--- src/lcdp_pkg.sv ---
package lcdp_pkg;
    localparam int DATA_W = 8;
    localparam int ADDR_W = 7;
    localparam int DISP_DEPTH = 16;
    localparam int GLYPH_DEPTH = 64;
    localparam int CLK_PERIOD_NS = 100;
    localparam int OP_TIME_NS = 40000;
    localparam int OP_CYCLES = (OP_TIME_NS + CLK_PERIOD_NS - 1) / CLK_PERIOD_NS;
    localparam int OP_CNT_W = 16;
    localparam logic [7:0] MEM_RESET_VAL = 8'h20;
    // status read layout
    localparam int STAT_BUSY_BIT = 7;
    // instruction decode: leading one picks the command
    localparam int INS_SET_DISP_BIT = 7;
    localparam int INS_SET_GLYPH_BIT = 6;
    localparam int INS_FUNC_BIT = 5;
    localparam int INS_SHIFT_BIT = 4;
    localparam int INS_ENTRY_BIT = 2;
    localparam int FUNC_MODE_BIT = 2;
    localparam int SHIFT_DISP_BIT = 3;
    localparam int SHIFT_RIGHT_BIT = 2;
    localparam int ENTRY_UP_BIT = 1;
    // buffered word: bit 8 flags a data-register write
    localparam int BUF_W = 9;

    typedef enum logic [1:0] {
        ST_IDLE = 2'b00,
        ST_FETCH = 2'b01,
        ST_WAIT = 2'b10
    } lcdp_state_t;

    function automatic logic disp_valid(input logic [6:0] addr, input logic mode2);
        disp_valid = mode2 ? (addr[5:3] == 3'h0) : (addr[6:4] == 3'h0);
    endfunction

    function automatic logic [3:0] disp_index(input logic [6:0] addr, input logic mode2);
        disp_index = mode2 ? {addr[6], addr[2:0]} : addr[3:0];
    endfunction

    function automatic logic [6:0] index_addr(input logic [3:0] idx, input logic mode2);
        index_addr = mode2 ? {idx[3], 3'h0, idx[2:0]} : {3'h0, idx};
    endfunction

    function automatic logic [6:0] step_addr(input logic [6:0] addr, input logic mode2,
                                             input logic glyph, input logic up);
        logic [3:0] idx;
        logic [5:0] g;
        idx = disp_index(addr, mode2);
        g = addr[5:0];
        if (glyph) begin
            step_addr = {1'b0, up ? g + 6'h01 : g - 6'h01};
        end else begin
            step_addr = index_addr(up ? idx + 4'h1 : idx - 4'h1, mode2);
        end
    endfunction
endpackage

--- src/lcdp_stream_if.sv ---
`timescale 1ns/100ps
interface lcdp_stream_if #(parameter int W = 9);
    logic valid;
    logic ready;
    logic [W-1:0] data;
    modport src (output valid, output data, input ready);
    modport snk (input valid, input data, output ready);
endinterface

--- src/lcdp_host_port.sv ---
`timescale 1ns/100ps
module lcdp_host_port
    import lcdp_pkg::*;
#(
    parameter int OP_WAIT = OP_CYCLES
) (
    input wire logic clk_i,
    input wire logic rst_n_i,
    input wire logic register_select_i,
    input wire logic rd_wr_n_i,
    input wire logic enable_i,
    input wire logic [7:0] db_i,
    output logic [7:0] db_o,
    output logic db_oe_o,
    input wire logic [3:0] disp_pos_i,
    output logic [7:0] disp_char_o,
    output logic [6:0] disp_addr_o,
    output logic busy_o
);
    // reset release
    logic rst_s1_reg, rst_n;
    always_ff @(posedge clk_i or negedge rst_n_i) begin
        if (!rst_n_i) begin
            rst_s1_reg <= 1'b0;
            rst_n <= 1'b0;
        end else begin
            rst_s1_reg <= 1'b1;
            rst_n <= rst_s1_reg;
        end
    end

    // pin synchronisers; first stage feeds only the second
    logic en_s1_reg, en_s2_reg, en_d_reg;
    logic rs_s1_reg, rs_s2_reg, rw_s1_reg, rw_s2_reg;
    logic [7:0] db_s1_reg, db_s2_reg;
    always_ff @(posedge clk_i or negedge rst_n) begin
        if (!rst_n) begin
            en_s1_reg <= 1'b0;
            en_s2_reg <= 1'b0;
            en_d_reg <= 1'b0;
            rs_s1_reg <= 1'b0;
            rs_s2_reg <= 1'b0;
            rw_s1_reg <= 1'b0;
            rw_s2_reg <= 1'b0;
            db_s1_reg <= 8'h00;
            db_s2_reg <= 8'h00;
        end else begin
            en_s1_reg <= enable_i;
            en_s2_reg <= en_s1_reg;
            en_d_reg <= en_s2_reg;
            rs_s1_reg <= register_select_i;
            rs_s2_reg <= rs_s1_reg;
            rw_s1_reg <= rd_wr_n_i;
            rw_s2_reg <= rw_s1_reg;
            db_s1_reg <= db_i;
            db_s2_reg <= db_s1_reg;
        end
    end

    logic en_rise, en_fall;
    assign en_rise = en_s2_reg & ~en_d_reg;
    assign en_fall = ~en_s2_reg & en_d_reg;

    // block state
    lcdp_state_t state_reg, state_next;
    logic [OP_CNT_W-1:0] cnt_reg, cnt_next;
    logic [7:0] instruction_reg, instruction_next;
    logic [7:0] data_holding_reg, data_holding_next;
    logic [6:0] addr_pointer_reg, addr_pointer_next;
    logic glyph_sel_reg, glyph_sel_next;
    logic mode2_reg, mode2_next;
    logic up_reg, up_next;
    logic [3:0] shift_reg, shift_next;
    logic cyc_rs_reg, cyc_rs_next;
    logic cyc_rw_reg, cyc_rw_next;
    logic rd_pend_reg, rd_pend_next;
    logic [7:0] db_reg, db_next;
    logic db_oe_reg, db_oe_next;
    logic [7:0] disp_char_reg;
    logic [6:0] disp_addr_reg, disp_addr_next;
    logic busy_reg;

    // buffered writes and memory wiring
    lcdp_stream_if #(.W(BUF_W)) wr_in ();
    lcdp_stream_if #(.W(BUF_W)) wr_out ();
    logic mem_we;
    logic [7:0] mem_rdata;
    logic [7:0] disp_cell;
    logic [3:0] scan_idx;
    logic busy_ind;
    logic host_wr;
    logic pop_word;

    // busy also covers queued writes and a pending prefetch
    assign busy_ind = (state_reg != ST_IDLE) | wr_out.valid | rd_pend_reg;
    assign host_wr = en_fall & ~cyc_rw_reg;

    // write goes to instruction or data register
    assign wr_in.valid = host_wr & (cyc_rs_reg | ~busy_ind);
    assign wr_in.data = {cyc_rs_reg, db_s2_reg};
    // a pending read prefetch is served before draining a write
    assign pop_word = (state_reg == ST_IDLE) & ~rd_pend_reg;
    assign wr_out.ready = pop_word;

    lcdp_skid_buf #(
        .W(BUF_W),
        .DEPTH(2)
    ) u_buf (
        .clk_i(clk_i),
        .rst_n_i(rst_n),
        .in_s(wr_in),
        .out_s(wr_out)
    );

    // rotation: position p shows sequence entry p + shift
    assign scan_idx = disp_pos_i + shift_reg;

    lcdp_char_mem u_mem (
        .clk_i(clk_i),
        .rst_n_i(rst_n),
        .we_i(mem_we),
        .glyph_i(glyph_sel_reg),
        .mode2_i(mode2_reg),
        .addr_i(addr_pointer_reg),
        .wdata_i(wr_out.data[7:0]),
        .rdata_o(mem_rdata),
        .disp_idx_i(scan_idx),
        .disp_char_o(disp_cell)
    );

    // bus side
    always_comb begin
        cyc_rs_next = cyc_rs_reg;
        cyc_rw_next = cyc_rw_reg;
        db_next = db_reg;
        db_oe_next = db_oe_reg;
        if (en_rise) begin
            // sample select and direction at rise
            cyc_rs_next = rs_s2_reg;
            cyc_rw_next = rw_s2_reg;
            db_oe_next = rw_s2_reg;
            if (rs_s2_reg) begin
                db_next = data_holding_reg;
            end else begin
                db_next = {busy_ind, addr_pointer_reg};
            end
        end else if (en_fall) begin
            db_oe_next = 1'b0;
        end
    end

    // operation engine
    always_comb begin
        state_next = state_reg;
        cnt_next = cnt_reg;
        instruction_next = instruction_reg;
        data_holding_next = data_holding_reg;
        addr_pointer_next = addr_pointer_reg;
        glyph_sel_next = glyph_sel_reg;
        mode2_next = mode2_reg;
        up_next = up_reg;
        shift_next = shift_reg;
        rd_pend_next = rd_pend_reg;
        mem_we = 1'b0;
        // a data read finishing requests a prefetch
        if (en_fall & cyc_rw_reg & cyc_rs_reg) begin
            rd_pend_next = 1'b1;
        end
        unique case (state_reg)
            ST_IDLE: begin
                if (rd_pend_reg) begin
                    addr_pointer_next = step_addr(addr_pointer_reg, mode2_reg,
                                                  glyph_sel_reg, up_reg);
                    rd_pend_next = en_fall & cyc_rw_reg & cyc_rs_reg;
                    state_next = ST_FETCH;
                end else if (wr_out.valid) begin
                    state_next = ST_WAIT;
                    cnt_next = OP_CNT_W'(OP_WAIT);
                    if (wr_out.data[BUF_W-1]) begin
                        mem_we = 1'b1;
                        data_holding_next = wr_out.data[7:0];
                        addr_pointer_next = step_addr(addr_pointer_reg, mode2_reg,
                                                      glyph_sel_reg, up_reg);
                    end else begin
                        instruction_next = wr_out.data[7:0];
                        if (wr_out.data[INS_SET_DISP_BIT]) begin
                            addr_pointer_next = wr_out.data[6:0];
                            glyph_sel_next = 1'b0;
                            state_next = ST_FETCH;
                        end else if (wr_out.data[INS_SET_GLYPH_BIT]) begin
                            addr_pointer_next = {1'b0, wr_out.data[5:0]};
                            glyph_sel_next = 1'b1;
                            state_next = ST_FETCH;
                        end else if (wr_out.data[INS_FUNC_BIT]) begin
                            mode2_next = wr_out.data[FUNC_MODE_BIT];
                        end else if (wr_out.data[INS_SHIFT_BIT]) begin
                            if (wr_out.data[SHIFT_DISP_BIT]) begin
                                shift_next = wr_out.data[SHIFT_RIGHT_BIT] ?
                                             shift_reg - 4'h1 : shift_reg + 4'h1;
                            end
                        end else if (wr_out.data[INS_ENTRY_BIT]) begin
                            up_next = wr_out.data[ENTRY_UP_BIT];
                        end
                    end
                end
            end
            ST_FETCH: begin
                // fetch addressed byte into data register
                data_holding_next = mem_rdata;
                cnt_next = OP_CNT_W'(OP_WAIT);
                state_next = ST_WAIT;
            end
            ST_WAIT: begin
                // clear busy once the operation time ends
                if (cnt_reg <= OP_CNT_W'(1)) begin
                    cnt_next = '0;
                    state_next = ST_IDLE;
                end else begin
                    cnt_next = cnt_reg - OP_CNT_W'(1);
                end
            end
            default: begin
                state_next = ST_IDLE;
            end
        endcase
    end

    // address shown at the scanned position
    assign disp_addr_next = index_addr(scan_idx, mode2_reg);

    always_ff @(posedge clk_i or negedge rst_n) begin
        if (!rst_n) begin
            state_reg <= ST_IDLE;
            cnt_reg <= '0;
            instruction_reg <= 8'h00;
            data_holding_reg <= 8'h00;
            addr_pointer_reg <= 7'h00;
            glyph_sel_reg <= 1'b0;
            mode2_reg <= 1'b0;
            up_reg <= 1'b1;
            shift_reg <= 4'h0;
            cyc_rs_reg <= 1'b0;
            cyc_rw_reg <= 1'b0;
            rd_pend_reg <= 1'b0;
            db_reg <= 8'h00;
            db_oe_reg <= 1'b0;
            disp_char_reg <= 8'h00;
            disp_addr_reg <= 7'h00;
            busy_reg <= 1'b0;
        end else begin
            state_reg <= state_next;
            cnt_reg <= cnt_next;
            instruction_reg <= instruction_next;
            data_holding_reg <= data_holding_next;
            addr_pointer_reg <= addr_pointer_next;
            glyph_sel_reg <= glyph_sel_next;
            mode2_reg <= mode2_next;
            up_reg <= up_next;
            shift_reg <= shift_next;
            cyc_rs_reg <= cyc_rs_next;
            cyc_rw_reg <= cyc_rw_next;
            rd_pend_reg <= rd_pend_next;
            db_reg <= db_next;
            db_oe_reg <= db_oe_next;
            disp_char_reg <= disp_cell;
            disp_addr_reg <= disp_addr_next;
            busy_reg <= busy_ind;
        end
    end

    assign db_o = db_reg;
    assign db_oe_o = db_oe_reg;
    assign disp_char_o = disp_char_reg;
    assign disp_addr_o = disp_addr_reg;
    assign busy_o = busy_reg;
endmodule

--- src/lcdp_skid_buf.sv ---
`timescale 1ns/100ps
module lcdp_skid_buf #(
    parameter int W = 9,
    parameter int DEPTH = 2
) (
    input wire logic clk_i,
    input wire logic rst_n_i,
    lcdp_stream_if.snk in_s,
    lcdp_stream_if.src out_s
);
    localparam int PW = $clog2(DEPTH);
    logic [W-1:0] slot_reg [DEPTH];
    logic [W-1:0] slot_next [DEPTH];
    logic [PW-1:0] wp_reg, wp_next, rp_reg, rp_next;
    logic [PW:0] cnt_reg, cnt_next;
    logic push, pop;

    assign in_s.ready = (cnt_reg != (PW+1)'(DEPTH));
    assign out_s.valid = (cnt_reg != '0);
    assign out_s.data = slot_reg[rp_reg];
    assign push = in_s.valid & in_s.ready;
    assign pop = out_s.valid & out_s.ready;

    always_comb begin
        slot_next = slot_reg;
        wp_next = wp_reg;
        rp_next = rp_reg;
        cnt_next = cnt_reg;
        if (push) begin
            slot_next[wp_reg] = in_s.data;
            wp_next = (wp_reg == PW'(DEPTH - 1)) ? '0 : wp_reg + PW'(1);
        end
        if (pop) begin
            rp_next = (rp_reg == PW'(DEPTH - 1)) ? '0 : rp_reg + PW'(1);
        end
        cnt_next = cnt_reg + (PW+1)'(push) - (PW+1)'(pop);
    end

    always_ff @(posedge clk_i or negedge rst_n_i) begin
        if (!rst_n_i) begin
            for (int i = 0; i < DEPTH; i++) begin
                slot_reg[i] <= '0;
            end
            wp_reg <= '0;
            rp_reg <= '0;
            cnt_reg <= '0;
        end else begin
            slot_reg <= slot_next;
            wp_reg <= wp_next;
            rp_reg <= rp_next;
            cnt_reg <= cnt_next;
        end
    end
endmodule

--- src/lcdp_char_mem.sv ---
`timescale 1ns/100ps
module lcdp_char_mem
    import lcdp_pkg::*;
(
    input wire logic clk_i,
    input wire logic rst_n_i,
    input wire logic we_i,
    input wire logic glyph_i,
    input wire logic mode2_i,
    input wire logic [6:0] addr_i,
    input wire logic [7:0] wdata_i,
    output logic [7:0] rdata_o,
    input wire logic [3:0] disp_idx_i,
    output logic [7:0] disp_char_o
);
    logic [7:0] disp_reg [DISP_DEPTH];
    logic [7:0] disp_next [DISP_DEPTH];
    logic [7:0] glyph_reg [GLYPH_DEPTH];
    logic [7:0] glyph_next [GLYPH_DEPTH];
    logic hit;
    logic [3:0] idx;

    assign idx = disp_index(addr_i, mode2_i);
    assign hit = disp_valid(addr_i, mode2_i);
    // unmapped display addresses read as zero
    assign rdata_o = glyph_i ? glyph_reg[addr_i[5:0]] : (hit ? disp_reg[idx] : 8'h00);
    assign disp_char_o = disp_reg[disp_idx_i];

    always_comb begin
        disp_next = disp_reg;
        glyph_next = glyph_reg;
        if (we_i && glyph_i) begin
            glyph_next[addr_i[5:0]] = wdata_i;
        end else if (we_i && hit) begin
            disp_next[idx] = wdata_i;
        end
    end

    always_ff @(posedge clk_i or negedge rst_n_i) begin
        if (!rst_n_i) begin
            for (int i = 0; i < DISP_DEPTH; i++) begin
                disp_reg[i] <= MEM_RESET_VAL;
            end
            for (int j = 0; j < GLYPH_DEPTH; j++) begin
                glyph_reg[j] <= 8'h00;
            end
        end else begin
            disp_reg <= disp_next;
            glyph_reg <= glyph_next;
        end
    end
endmodule

--- config.mk ---
export PLATFORM = sky130hd
export DESIGN_NAME = lcdp_host_port
export DESIGN_NICKNAME = d
export VERILOG_FILES = /design/src/lcdp_pkg.sv /design/src/lcdp_stream_if.sv /design/src/lcdp_host_port.sv /design/src/lcdp_skid_buf.sv /design/src/lcdp_char_mem.sv
export SDC_FILE = /design/constraint.sdc
export NUM_CORES = 1
export LEC_CHECK = 0
export BUFFER_PORTS_ARGS = -buffer_cell sky130_fd_sc_hd__buf_4
export CAP_MARGIN = 10
export CELL_PAD_IN_SITES_DETAIL_PLACEMENT = 1
export CELL_PAD_IN_SITES_GLOBAL_PLACEMENT = 1
export CORE_MARGIN = 2
export CORE_UTILIZATION = 40
export DETAILED_ROUTE_END_ITERATION = 7
export GPL_ROUTABILITY_DRIVEN = 0
export PLACE_DENSITY = 0.7
export RECOVER_POWER = 25
export SLEW_MARGIN = 20
export SYNTH_ARGS = -nofsm -noshare
export SYNTH_HDL_FRONTEND = slang
export SYNTH_SLANG_ARGS = --single-unit
--- constraint.sdc ---
create_clock -name clk_i -period 22.9 [get_ports clk_i]
set_input_delay 0 -clock clk_i [delete_from_list [all_inputs] [get_ports clk_i]]
set_output_delay 0 -clock clk_i [all_outputs]
set_load 0.05 [all_outputs]
* Word level (Yosys, flattened, before mapping) *
Index checks and enable logic that the tools add are counted.

word-level totals
  input port bits = 17
  output and inout bits = 25
  register bits = 755

operators by class
  reduce and logical (&&, ||, !) cells = 25
  bitwise logic cells = 28
  add/sub/neg operators = 12
  equal/unequal tests = 8
  order comparisons = 9
  multiplexer cells = 65

operator list
  operator                                               count
  bitwise mux 512 bit                                    1
  bitwise mux 128 bit                                    1
  two-way mux 8 bit                                      14
  binary-select mux 8 bit (select 4 bit)                 2
  two-way mux 7 bit                                      8
  binary-select mux 8 bit (select 6 bit)                 1
  demux 8 bit (select 6 bit)                             1
  two-way mux 16 bit                                     3
  one-hot mux 16 bit (3 select lines)                    1
  two-way mux 9 bit                                      4
  demux 8 bit (select 4 bit)                             1
  bitwise mux 18 bit                                     1
  AND reduction 9 bit                                    2
  <= comparator 16 x 1 -> 1 bit (second input constant)  1
  one-hot mux 8 bit (2 select lines)                     1
  subtractor 16 x 1 -> 16 bit (second input constant)    1
  two-way mux 1 bit                                      14
  two-way mux 2 bit                                      6
  two-way mux 4 bit                                      3
  nonzero test 2 bit                                     6
  inverter 1 bit                                         11
  >= comparator 5 bit (second input constant)            2
  inverter 4 -> 5 bit                                    2
  bitwise AND 1 bit                                      9
  34 further kinds                                       51

* Longest topological paths before layout *
Gate-level depths: netlist (run 1).

  word-level depth = 11
  depth in mapped cells = 12
  depth with buffers taken out = 8

* By module *
A second synthesis (run 1) with hierarchy kept.

unflattened totals
  cells, all modules = 2,446
  area total of the unflattened synthesis = 35,652.9 µm²

by module, submodules not included
  module          cells each  area an instance (µm²)  times used
  lcdp_char_mem   2,000       30,578.1                1
  lcdp_host_port  376         4,072.7                 1
  lcdp_skid_buf   70          1,002.2                 1

* Worst setup path before layout (run 1) *
Ideal clock, no wire load.

  path type = reg2reg
  start = register shift_reg[0]
  end = register disp_char_reg[6], in the netlist disp_char_o[6]
  cell stages (with the launch flop) = 10
  setup time = 0.137 ns
  path buffers = 3
  setup slack = 20.301 ns
  arrival = 2.462 ns
  cell sequence = dfrtp_1 ha_1 inv_1 fa_1 clkbuf_1 clkbuf_1 clkbuf_1 mux4_2 mux2i_1 a21oi_1

between the ends
  cells in the longest elaborated chain, start to end = 5

ends and longest elaborated chain
  what                                                   RTL line               source
  from (decl)                                            lcdp_host_port.sv:73   logic [3:0] shift_reg, shift_next;
  from (signal assigned)                                 lcdp_host_port.sv:259  shift_reg <= shift_next;
  adder 4 bit                                            lcdp_host_port.sv:116  assign scan_idx = disp_pos_i + shift_reg;
  inverter 4 -> 5 bit (implied by the code)              lcdp_char_mem.sv:27    assign disp_char_o = disp_reg[disp_idx_i];
  binary-select mux 8 bit (select 4 bit)                 lcdp_char_mem.sv:27
  two-way mux 8 bit (implied by the code) (2 in series)  lcdp_char_mem.sv:27
  named net disp_cell[6]                                 lcdp_host_port.sv:88   logic [7:0] disp_cell;
  to (signal assigned)                                   lcdp_host_port.sv:265  disp_char_reg <= disp_cell;
  to (decl)                                              lcdp_host_port.sv:79   logic [7:0] disp_char_reg;

The timed path passes the listed nets, and every way through them passes these cells. The select of a mux whose other input is x is not followed.
A chain may end at the register's enable or synchronous reset.

==> flow_summary.json, run 1 <==
{
  "max_cap_violations": 7,
  "crit_chain": "clkbuf_1",
  "largest_register_ffs": 512,
  "synth-compound-area-share_pct": 13.79,
  "final-hold-violation-count": 0,
  "cpPeakStageDelay_ns": 6.31,
  "cts_max_level": 3,
  "drive_gt1_share_pct": 14.89,
  "die_h_um": 298.0,
  "tightest_slew_ns": 9.016,
  "postSynthCellCount": 3208,
  "worst_ir_drop_vdd_mv": 0.07861,
  "fin_ws_ns": 12.17,
  "cpLargestDelayFamily": "buffers and inverters",
  "rr_endpoint": "cnt_reg[2]",
  "tns_ns": 0,
  "crit_buf_inv": 1,
  "yosysUniqueCellTypes": 77,
  "seqPwrFrac_pct": 35.4,
  "synth-xor-area-share_pct": 0.4559,
  "synth.area.mux_share_pct": 14.94,
  "fin_cells": 4342,
  "postPlaceCellArea_um2": 35640,
  "globalRouteTotalUtil_pct": 24.22,
  "switching_share_pct": 37.68,
  "yosys_warnings": 0,
  "drtAntennaViolNets": 0,
  "synthSimpleGateAreaFrac_pct": 11.98,
  "io_pins": 42,
  "synth_edf_count": 0,
  "slew-limit-headroom_pct": -501.1,
  "clock_skew_ns": 0.02426,
  "slowest_stage": "clkbuf_1",
  "drc": 0,
  "synth.avg_cell_area_um2": 10.78,
  "p_leak_nw": 16.53,
  "violations": "max-capacitance violations, max-slew violations",
  "numCtsBuffers": 82,
  "clk_pin_slew_ns": 0.06,
  "dp_hpwl_um": 67240,
  "arrival_ns": 9.20,
  "grt_max_degree": 191,
  "fin_crit_ns": 10.73,
  "start_util_pct": 40.48,
  "hp-start": "db_i[0]",
  "cts_resized": 0,
  "fillers": 9243,
  "r2r_start": "rst_n",
  "crit_type": "reg2async",
  "cts_sinks": 753,
  "drt_iter0_drc": 1918,
  "layout_commonest_cell": "dfrtp_1",
  "routedWlPerCell_um": 24.51,
  "grt_pass1_vias": 27700,
  "rows": 107,
  "clk_path_buf_depth": 3,
  "ys.flop_type": "dfrtp_1",
  "die_w_um": 298.0,
  "powerDensity_nw_per_um2": 118.2,
  "min_to": "db_s1_reg[0]",
  "clkPwrFrac_pct": 33.0,
  "endpoint_kind": "async pin",
  "cts_tree": "yes",
  "core_area_um2": 85410,
  "p_sw_mw": 1.733,
  "dpl.cell_count": 4168,
  "numPortBuffers": 39,
  "via_count": 25490,
  "internal_power_mw": 2.867,
  "gr-total-overflow": 0,
  "areaGrowthSynthToFinish_pct": 12.52,
  "min_path_cells": 2,
  "max_freq_mhz": 93.16,
  "vias_per_cell": 5.871,
  "syn-cell-area_um2": 34580,
  "r2r_slack_ns": 12.17,
  "crit_fanout": 170,
  "cts-root-buf": "clkbuf_16",
  "clock_latency_ns": 0.64,
  "wirelength_um": 106400,
  "grt_pass1_wl_um": 167400,
  "combPwrFrac_pct": 31.6,
  "synth_top_family_by_area": "multiplexers",
  "ys_seq_elements": 753,
  "setup_viol": 0,
  "dr.pass1.iters": 5,
  "final_area_um2": 38910,
  "worst_ep_required_time_ns": 21.37,
  "ys_seq_area_share_pct": 54.55,
  "reg2regPathDepth": 1,
  "synthAdderAreaFrac_pct": 0.7164,
  "post-route-period-util_pct": 46.88,
  "rsz0062_at_grt": "false",
  "pre_cts_ws_ns": 18.03,
  "antenna_found_initial": 1,
  "hp-class": "in2reg",
  "final_nets": 3166,
  "mostFrequentLayoutCells": "dfrtp_1, nand2_1, o21ai_0, mux4_2, nor2_1",
  "synthArstFlopShare_pct": 100.0,
  "fp.dieArea_um2": 88820,
  "worst_setup_path_start_kind": "flip-flop",
  "status": "complete, but fails checks",
  "final_max_slew_viol_count": 472
}
==> through the flow <==
stage | power, mW | hold WS [ns] | util [%]
final | 4.600 | 0.04591 | 45.55
after global routing | 4.798 | 0.02784 | 45.55
after CTS | 4.633 | 0.001501 | 45.64
after detailed placement | 3.098 | -0.2141 | 41.73
after global placement | 3.037 | -0.2139 | 41.73
after floorplan | 2.582 | -0.2956 | -
==> layer usage <==
layer	vias up	GRT usage, %	part of all wire [%]
met2	709	40.69	49
met5	-	0	0
li1	11180	-	-
met1	13400	31.93	43
met3	203	4.375	5.3
met4	0	7.478	3.0
==> layout make-up <==
| type | instances | area [um^2] | area share, % |
|---|---|---|---|
| inverters | 22 | 82.58 | 0.2122 |
| repair buffers | 104 | 763.2 | 1.962 |
| flip-flops and latches | 753 | 18870 | 48.50 |
| multi-input cells | 2168 | 14630 | 37.60 |
| clock buffers | 112 | 2464 | 6.332 |
| clock inverters | 38 | 661.9 | 1.701 |
| diodes | 1 | 2.502 | 0.006431 |
| well taps | 1144 | 1431 | 3.679 |
==> timing repair <==
| action | in CTS | in global routing |
|---|---|---|
| hold buffers | 22 | 0 |
| endpoints found under the hold margin | 15 | 0 |
| setup endpoints to repair | 0 | 0 |
| buffers inserted | 0 | 0 |
==> logic make-up (layout without fill, tap and decap cells) <==
logic type / after synthesis / count (layout)
multiplexers: 299 / 299
buffers and inverters: 288 / 276
adder cells (fa/ha/maj): 18 / 18
flip-flops: 753 / 753
AND/OR/NAND/NOR: 958 / 958
XOR/XNOR: 18 / 18
AO/OA/AOI/OAI: 872 / 872
other: 2 / 4
==> worst max path at each step <==
stage	from	to	slack, ns	cells after the start
6_report	rst_n	cnt_reg[2]	12.17	1
5_1_grt	rst_n	cnt_reg[1]	10.29	1
4_1_cts	addr_pointer_reg[0]	data_holding_reg[3]	18.02	8
3_5_place_dp	addr_pointer_reg[0]	data_holding_reg[3]	18.03	8
3_3_place_gp	addr_pointer_reg[0]	data_holding_reg[3]	18.07	8
2_1_floorplan	rst_n	addr_pointer_reg[0]	0.39	0
==> power by group through the flow <==
stage	Combinational [mW]	Clock [mW]	Sequential, mW
final	1.45	1.52	1.63
after global routing	1.56	1.60	1.65
after CTS	1.46	1.55	1.63
after floorplan	0.960	0	1.62
after global placement	1.40	0	1.63
after detailed placement	1.45	0	1.65
==> synthesized netlist by cell type, drive strengths merged (15+ instances only) <==
master,instances,area share (%)
nor2,161,1.7
dfrtp,736,53
o22ai,21,0.38
a22oi,15,0.33
dfstp,17,1.3
nand2b,38,0.69
nand3,17,0.25
mux2i,74,2.1
buf,75,1.2
ha,15,0.54
a21oi,147,2.1
inv,20,0.22
mux2,57,1.9
nor2b,21,0.38
nand4,19,0.36
nand2,621,6.8
nor3,19,0.38
clkbuf,191,2.1
mux4,168,11
a211oi,18,0.39
o21ai,596,8.6
(Power assumes the default switching activity.)
==> run 2: changes to the inputs <==
Settings changed: ABC_AREA from default to 1, PLACE_DENSITY 0.7 to 0.72.
Clock period 22.9 ns to 10.4 ns, I/O delays scaled along.
==> run 2 against run 1 <==
Against the previous run:
- fmax rose by 69%
- the flow still finishes with violations (max-capacitance violations, max-slew violations)
- critical endpoint is now addr_pointer_reg[2]
- non-clock buffer count increased by 7
- sequential share of layout area is 0.069 points lower
- hold slack gained 0.027 ns
==> flow_summary.json, run 2 <==
{
  "status": "complete, but fails checks",
  "violations": "max-capacitance violations, max-slew violations",
  "rows": 108,
  "areaGrowthSynthToFinish_pct": 11.13,
  "yosys.area.top_type": "dfrtp_1",
  "ys_seq_area_share_pct": 53.80,
  "postSynthCellCount": 4443,
  "cpLargestDelayFamily": "buffers and inverters",
  "io_pins": 42,
  "final_nets": 4370,
  "tns_ns": 0,
  "yosysMostFrequentCell": "nand2_1",
  "synthSimpleGateAreaFrac_pct": 25.87,
  "clock_latency_ns": 0.65,
  "yosysTopAreaCellShare_pct": 52.53,
  "grt_max_degree": 169,
  "numPortBuffers": 39,
  "worst_ir_drop_vdd_mv": 0.2116,
  "crit_buf_inv": 1,
  "cts-root-buf": "clkbuf_16",
  "r2r_start": "rst_n",
  "arrival_ns": 5.92,
  "endpoint_kind": "async pin",
  "max_cap_violations": 8,
  "cts_tree": "yes",
  "powerDensity_nw_per_um2": 271.7,
  "crit_chain": "clkbuf_1",
  "final_core_util_pct": 44.91,
  "drt_iter0_drc": 2562,
  "final_max_slew_viol_count": 454,
  "synth-compound-area-share_pct": 14.18,
  "crit_type": "reg2async",
  "yosysUniqueCellTypes": 40,
  "rsz0062_at_grt": "false",
  "antenna_found_initial": 0,
  "power_mw": 10.59,
  "via_count": 30460,
  "mostFrequentLayoutCells": "nand2_1, dfrtp_1, o21ai_0, nand3_1, nor2_1",
  "grt_pass1_wl_um": 186400,
  "fillers": 10430,
  "hp-class": "in2reg",
  "drive_gt1_share_pct": 5.343,
  "ys.flop_type": "dfrtp_1",
  "p_leak_nw": 17.92,
  "slowest_stage": "clkbuf_1",
  "largest_register_ffs": 512,
  "synthArstFlopShare_pct": 100.0,
  "routedWlPerCell_um": 21.22,
  "die_w_um": 300.1,
  "post-route-period-util_pct": 61.02,
  "syn-cell-area_um2": 35060,
  "gr-total-overflow": 0,
  "clock_skew_ns": 0.02671,
  "wirelength_um": 117800,
  "synth_edf_count": 0,
  "synth_area_leaders": "dfrtp_1, nand2_1, o21ai_0",
  "dr.pass1.iters": 5,
  "die_h_um": 300.1,
  "core_area_um2": 86750,
  "clk_pin_slew_ns": 0.06,
  "fp.dieArea_um2": 90040,
  "layout_commonest_cell": "nand2_1",
  "ys_seq_elements": 753,
  "pre_cts_ws_ns": 6.112,
  "drc": 0,
  "setup_viol": 0,
  "max_freq_mhz": 157.6,
  "dp_hpwl_um": 69500,
  "clk_path_buf_depth": 3,
  "yosys_warnings": 0,
  "crit_fanout": 68,
  "cts_max_level": 3,
  "synthAdderAreaFrac_pct": 0.7066,
  "globalRouteTotalUtil_pct": 26.46,
  "vias_per_cell": 5.485,
  "final-hold-violation-count": 0,
  "numCtsBuffers": 85,
  "cts_sinks": 753,
  "synth_top_family_by_area": "simple AND/OR/NAND/NOR gates",
  "synth.avg_cell_area_um2": 7.891,
  "synth-xor-area-share_pct": 0.5995,
  "drtAntennaViolNets": 0,
  "fin_crit_ns": 6.346,
  "tightest_slew_ns": 3.941,
  "multi_input_area_um2": 14730,
  "synth_commonest_cells": "nand2_1, dfrtp_1, o21ai_0",
  "ff_latch_area_um2": 18870,
  "hold-worst-slack_ns": 0.07328,
  "slew-limit-headroom_pct": -162.7,
  "grt_pass1_vias": 31260,
  "cpPeakStageDelay_ns": 2.81,
  "fin_ws_ns": 4.054,
  "start_util_pct": 40.41,
  "hp-start": "register_select_i",
  "startpoint": "rst_n",
  "antenna_cells": 0,
  "cts_resized": 0,
  "synth.area.mux_share_pct": 0.3212,
  "worst_ep_required_time_ns": 9.97,
  "worst_setup_path_start_kind": "flip-flop"
}
[run 2: cell count changes after synthesis, sizes merged, moves of 21 or more]
cell / before / now
nand4: 19 / 41
clkbuf: 191 / 284
mux2i: 74 / 0
nand2: 621 / 1838
mux2: 57 / 10
buf: 75 / 23
nand3: 17 / 197
nand2b: 38 / 8
a22oi: 15 / 65
a21oi: 147 / 54
inv: 20 / 106
nor2b: 21 / 0
o21ai: 596 / 746
mux4: 168 / 0
[run 2: area by class of cell]
cell class	count	share of cell area [%]
multi-input cells	3274	37.79
inverters	110	1.079
clock buffers	146	6.747
clock inverters	4	0.1895
well taps	1155	3.709
flip-flops and latches	753	48.44
repair buffers	111	2.049
[run 2: routing by layer]
metal,up-vias,track usage [%],wire length [um]
li1,14260,-,-
met3,197,2.768,4326
met4,0,8.631,3624
met5,-,0,0
met1,15410,36.63,53840
met2,592,43.60,56020
[run 2: report_power, final]
part	internal (mW)	switching [mW]
clock network	1.75	1.22
logic	0.837	3.15
registers	3.30	0.325
total	5.89	4.70
[run 2: path summary, 6_finish.rpt]
path | end | slack (ns) | cells past startpoint
max reg2reg | addr_pointer_reg[2] | 4.05 | 1
min in group asynchronous | rst_n | 0.24 | 3
max in group clk_i | disp_char_o[2] | 5.48 | 9
min reg2reg | rw_s2_reg | 0.35 | 0
min | rs_s1_reg | 0.07 | 2
max | addr_pointer_reg[2] | 4.05 | 1
[run 2: through the flow]
step / cells / cell area [um^2]
floorplan: 4444 / 35070
global placement: 5379 / 36140
detailed placement: 5379 / 36140
CTS: 5553 / 39090
global route: 5553 / 38960
finish: 5553 / 38960
[run 2: repair_timing]
action | CTS | global route
hold buffers | 24 | 0
setup buffers | 0 | 0
endpoints found under the hold margin | 15 | 0
[run 2: cell families (layout without fill, tap and decap cells)]
family / Yosys count / after routing
simple gates: 2282 / 2282
fa+ha+maj: 18 / 18
other cells: 2 / 3
xor+xnor: 24 / 24
buf+inv: 417 / 371
flops: 753 / 753
compound gates: 937 / 937
mux: 10 / 10
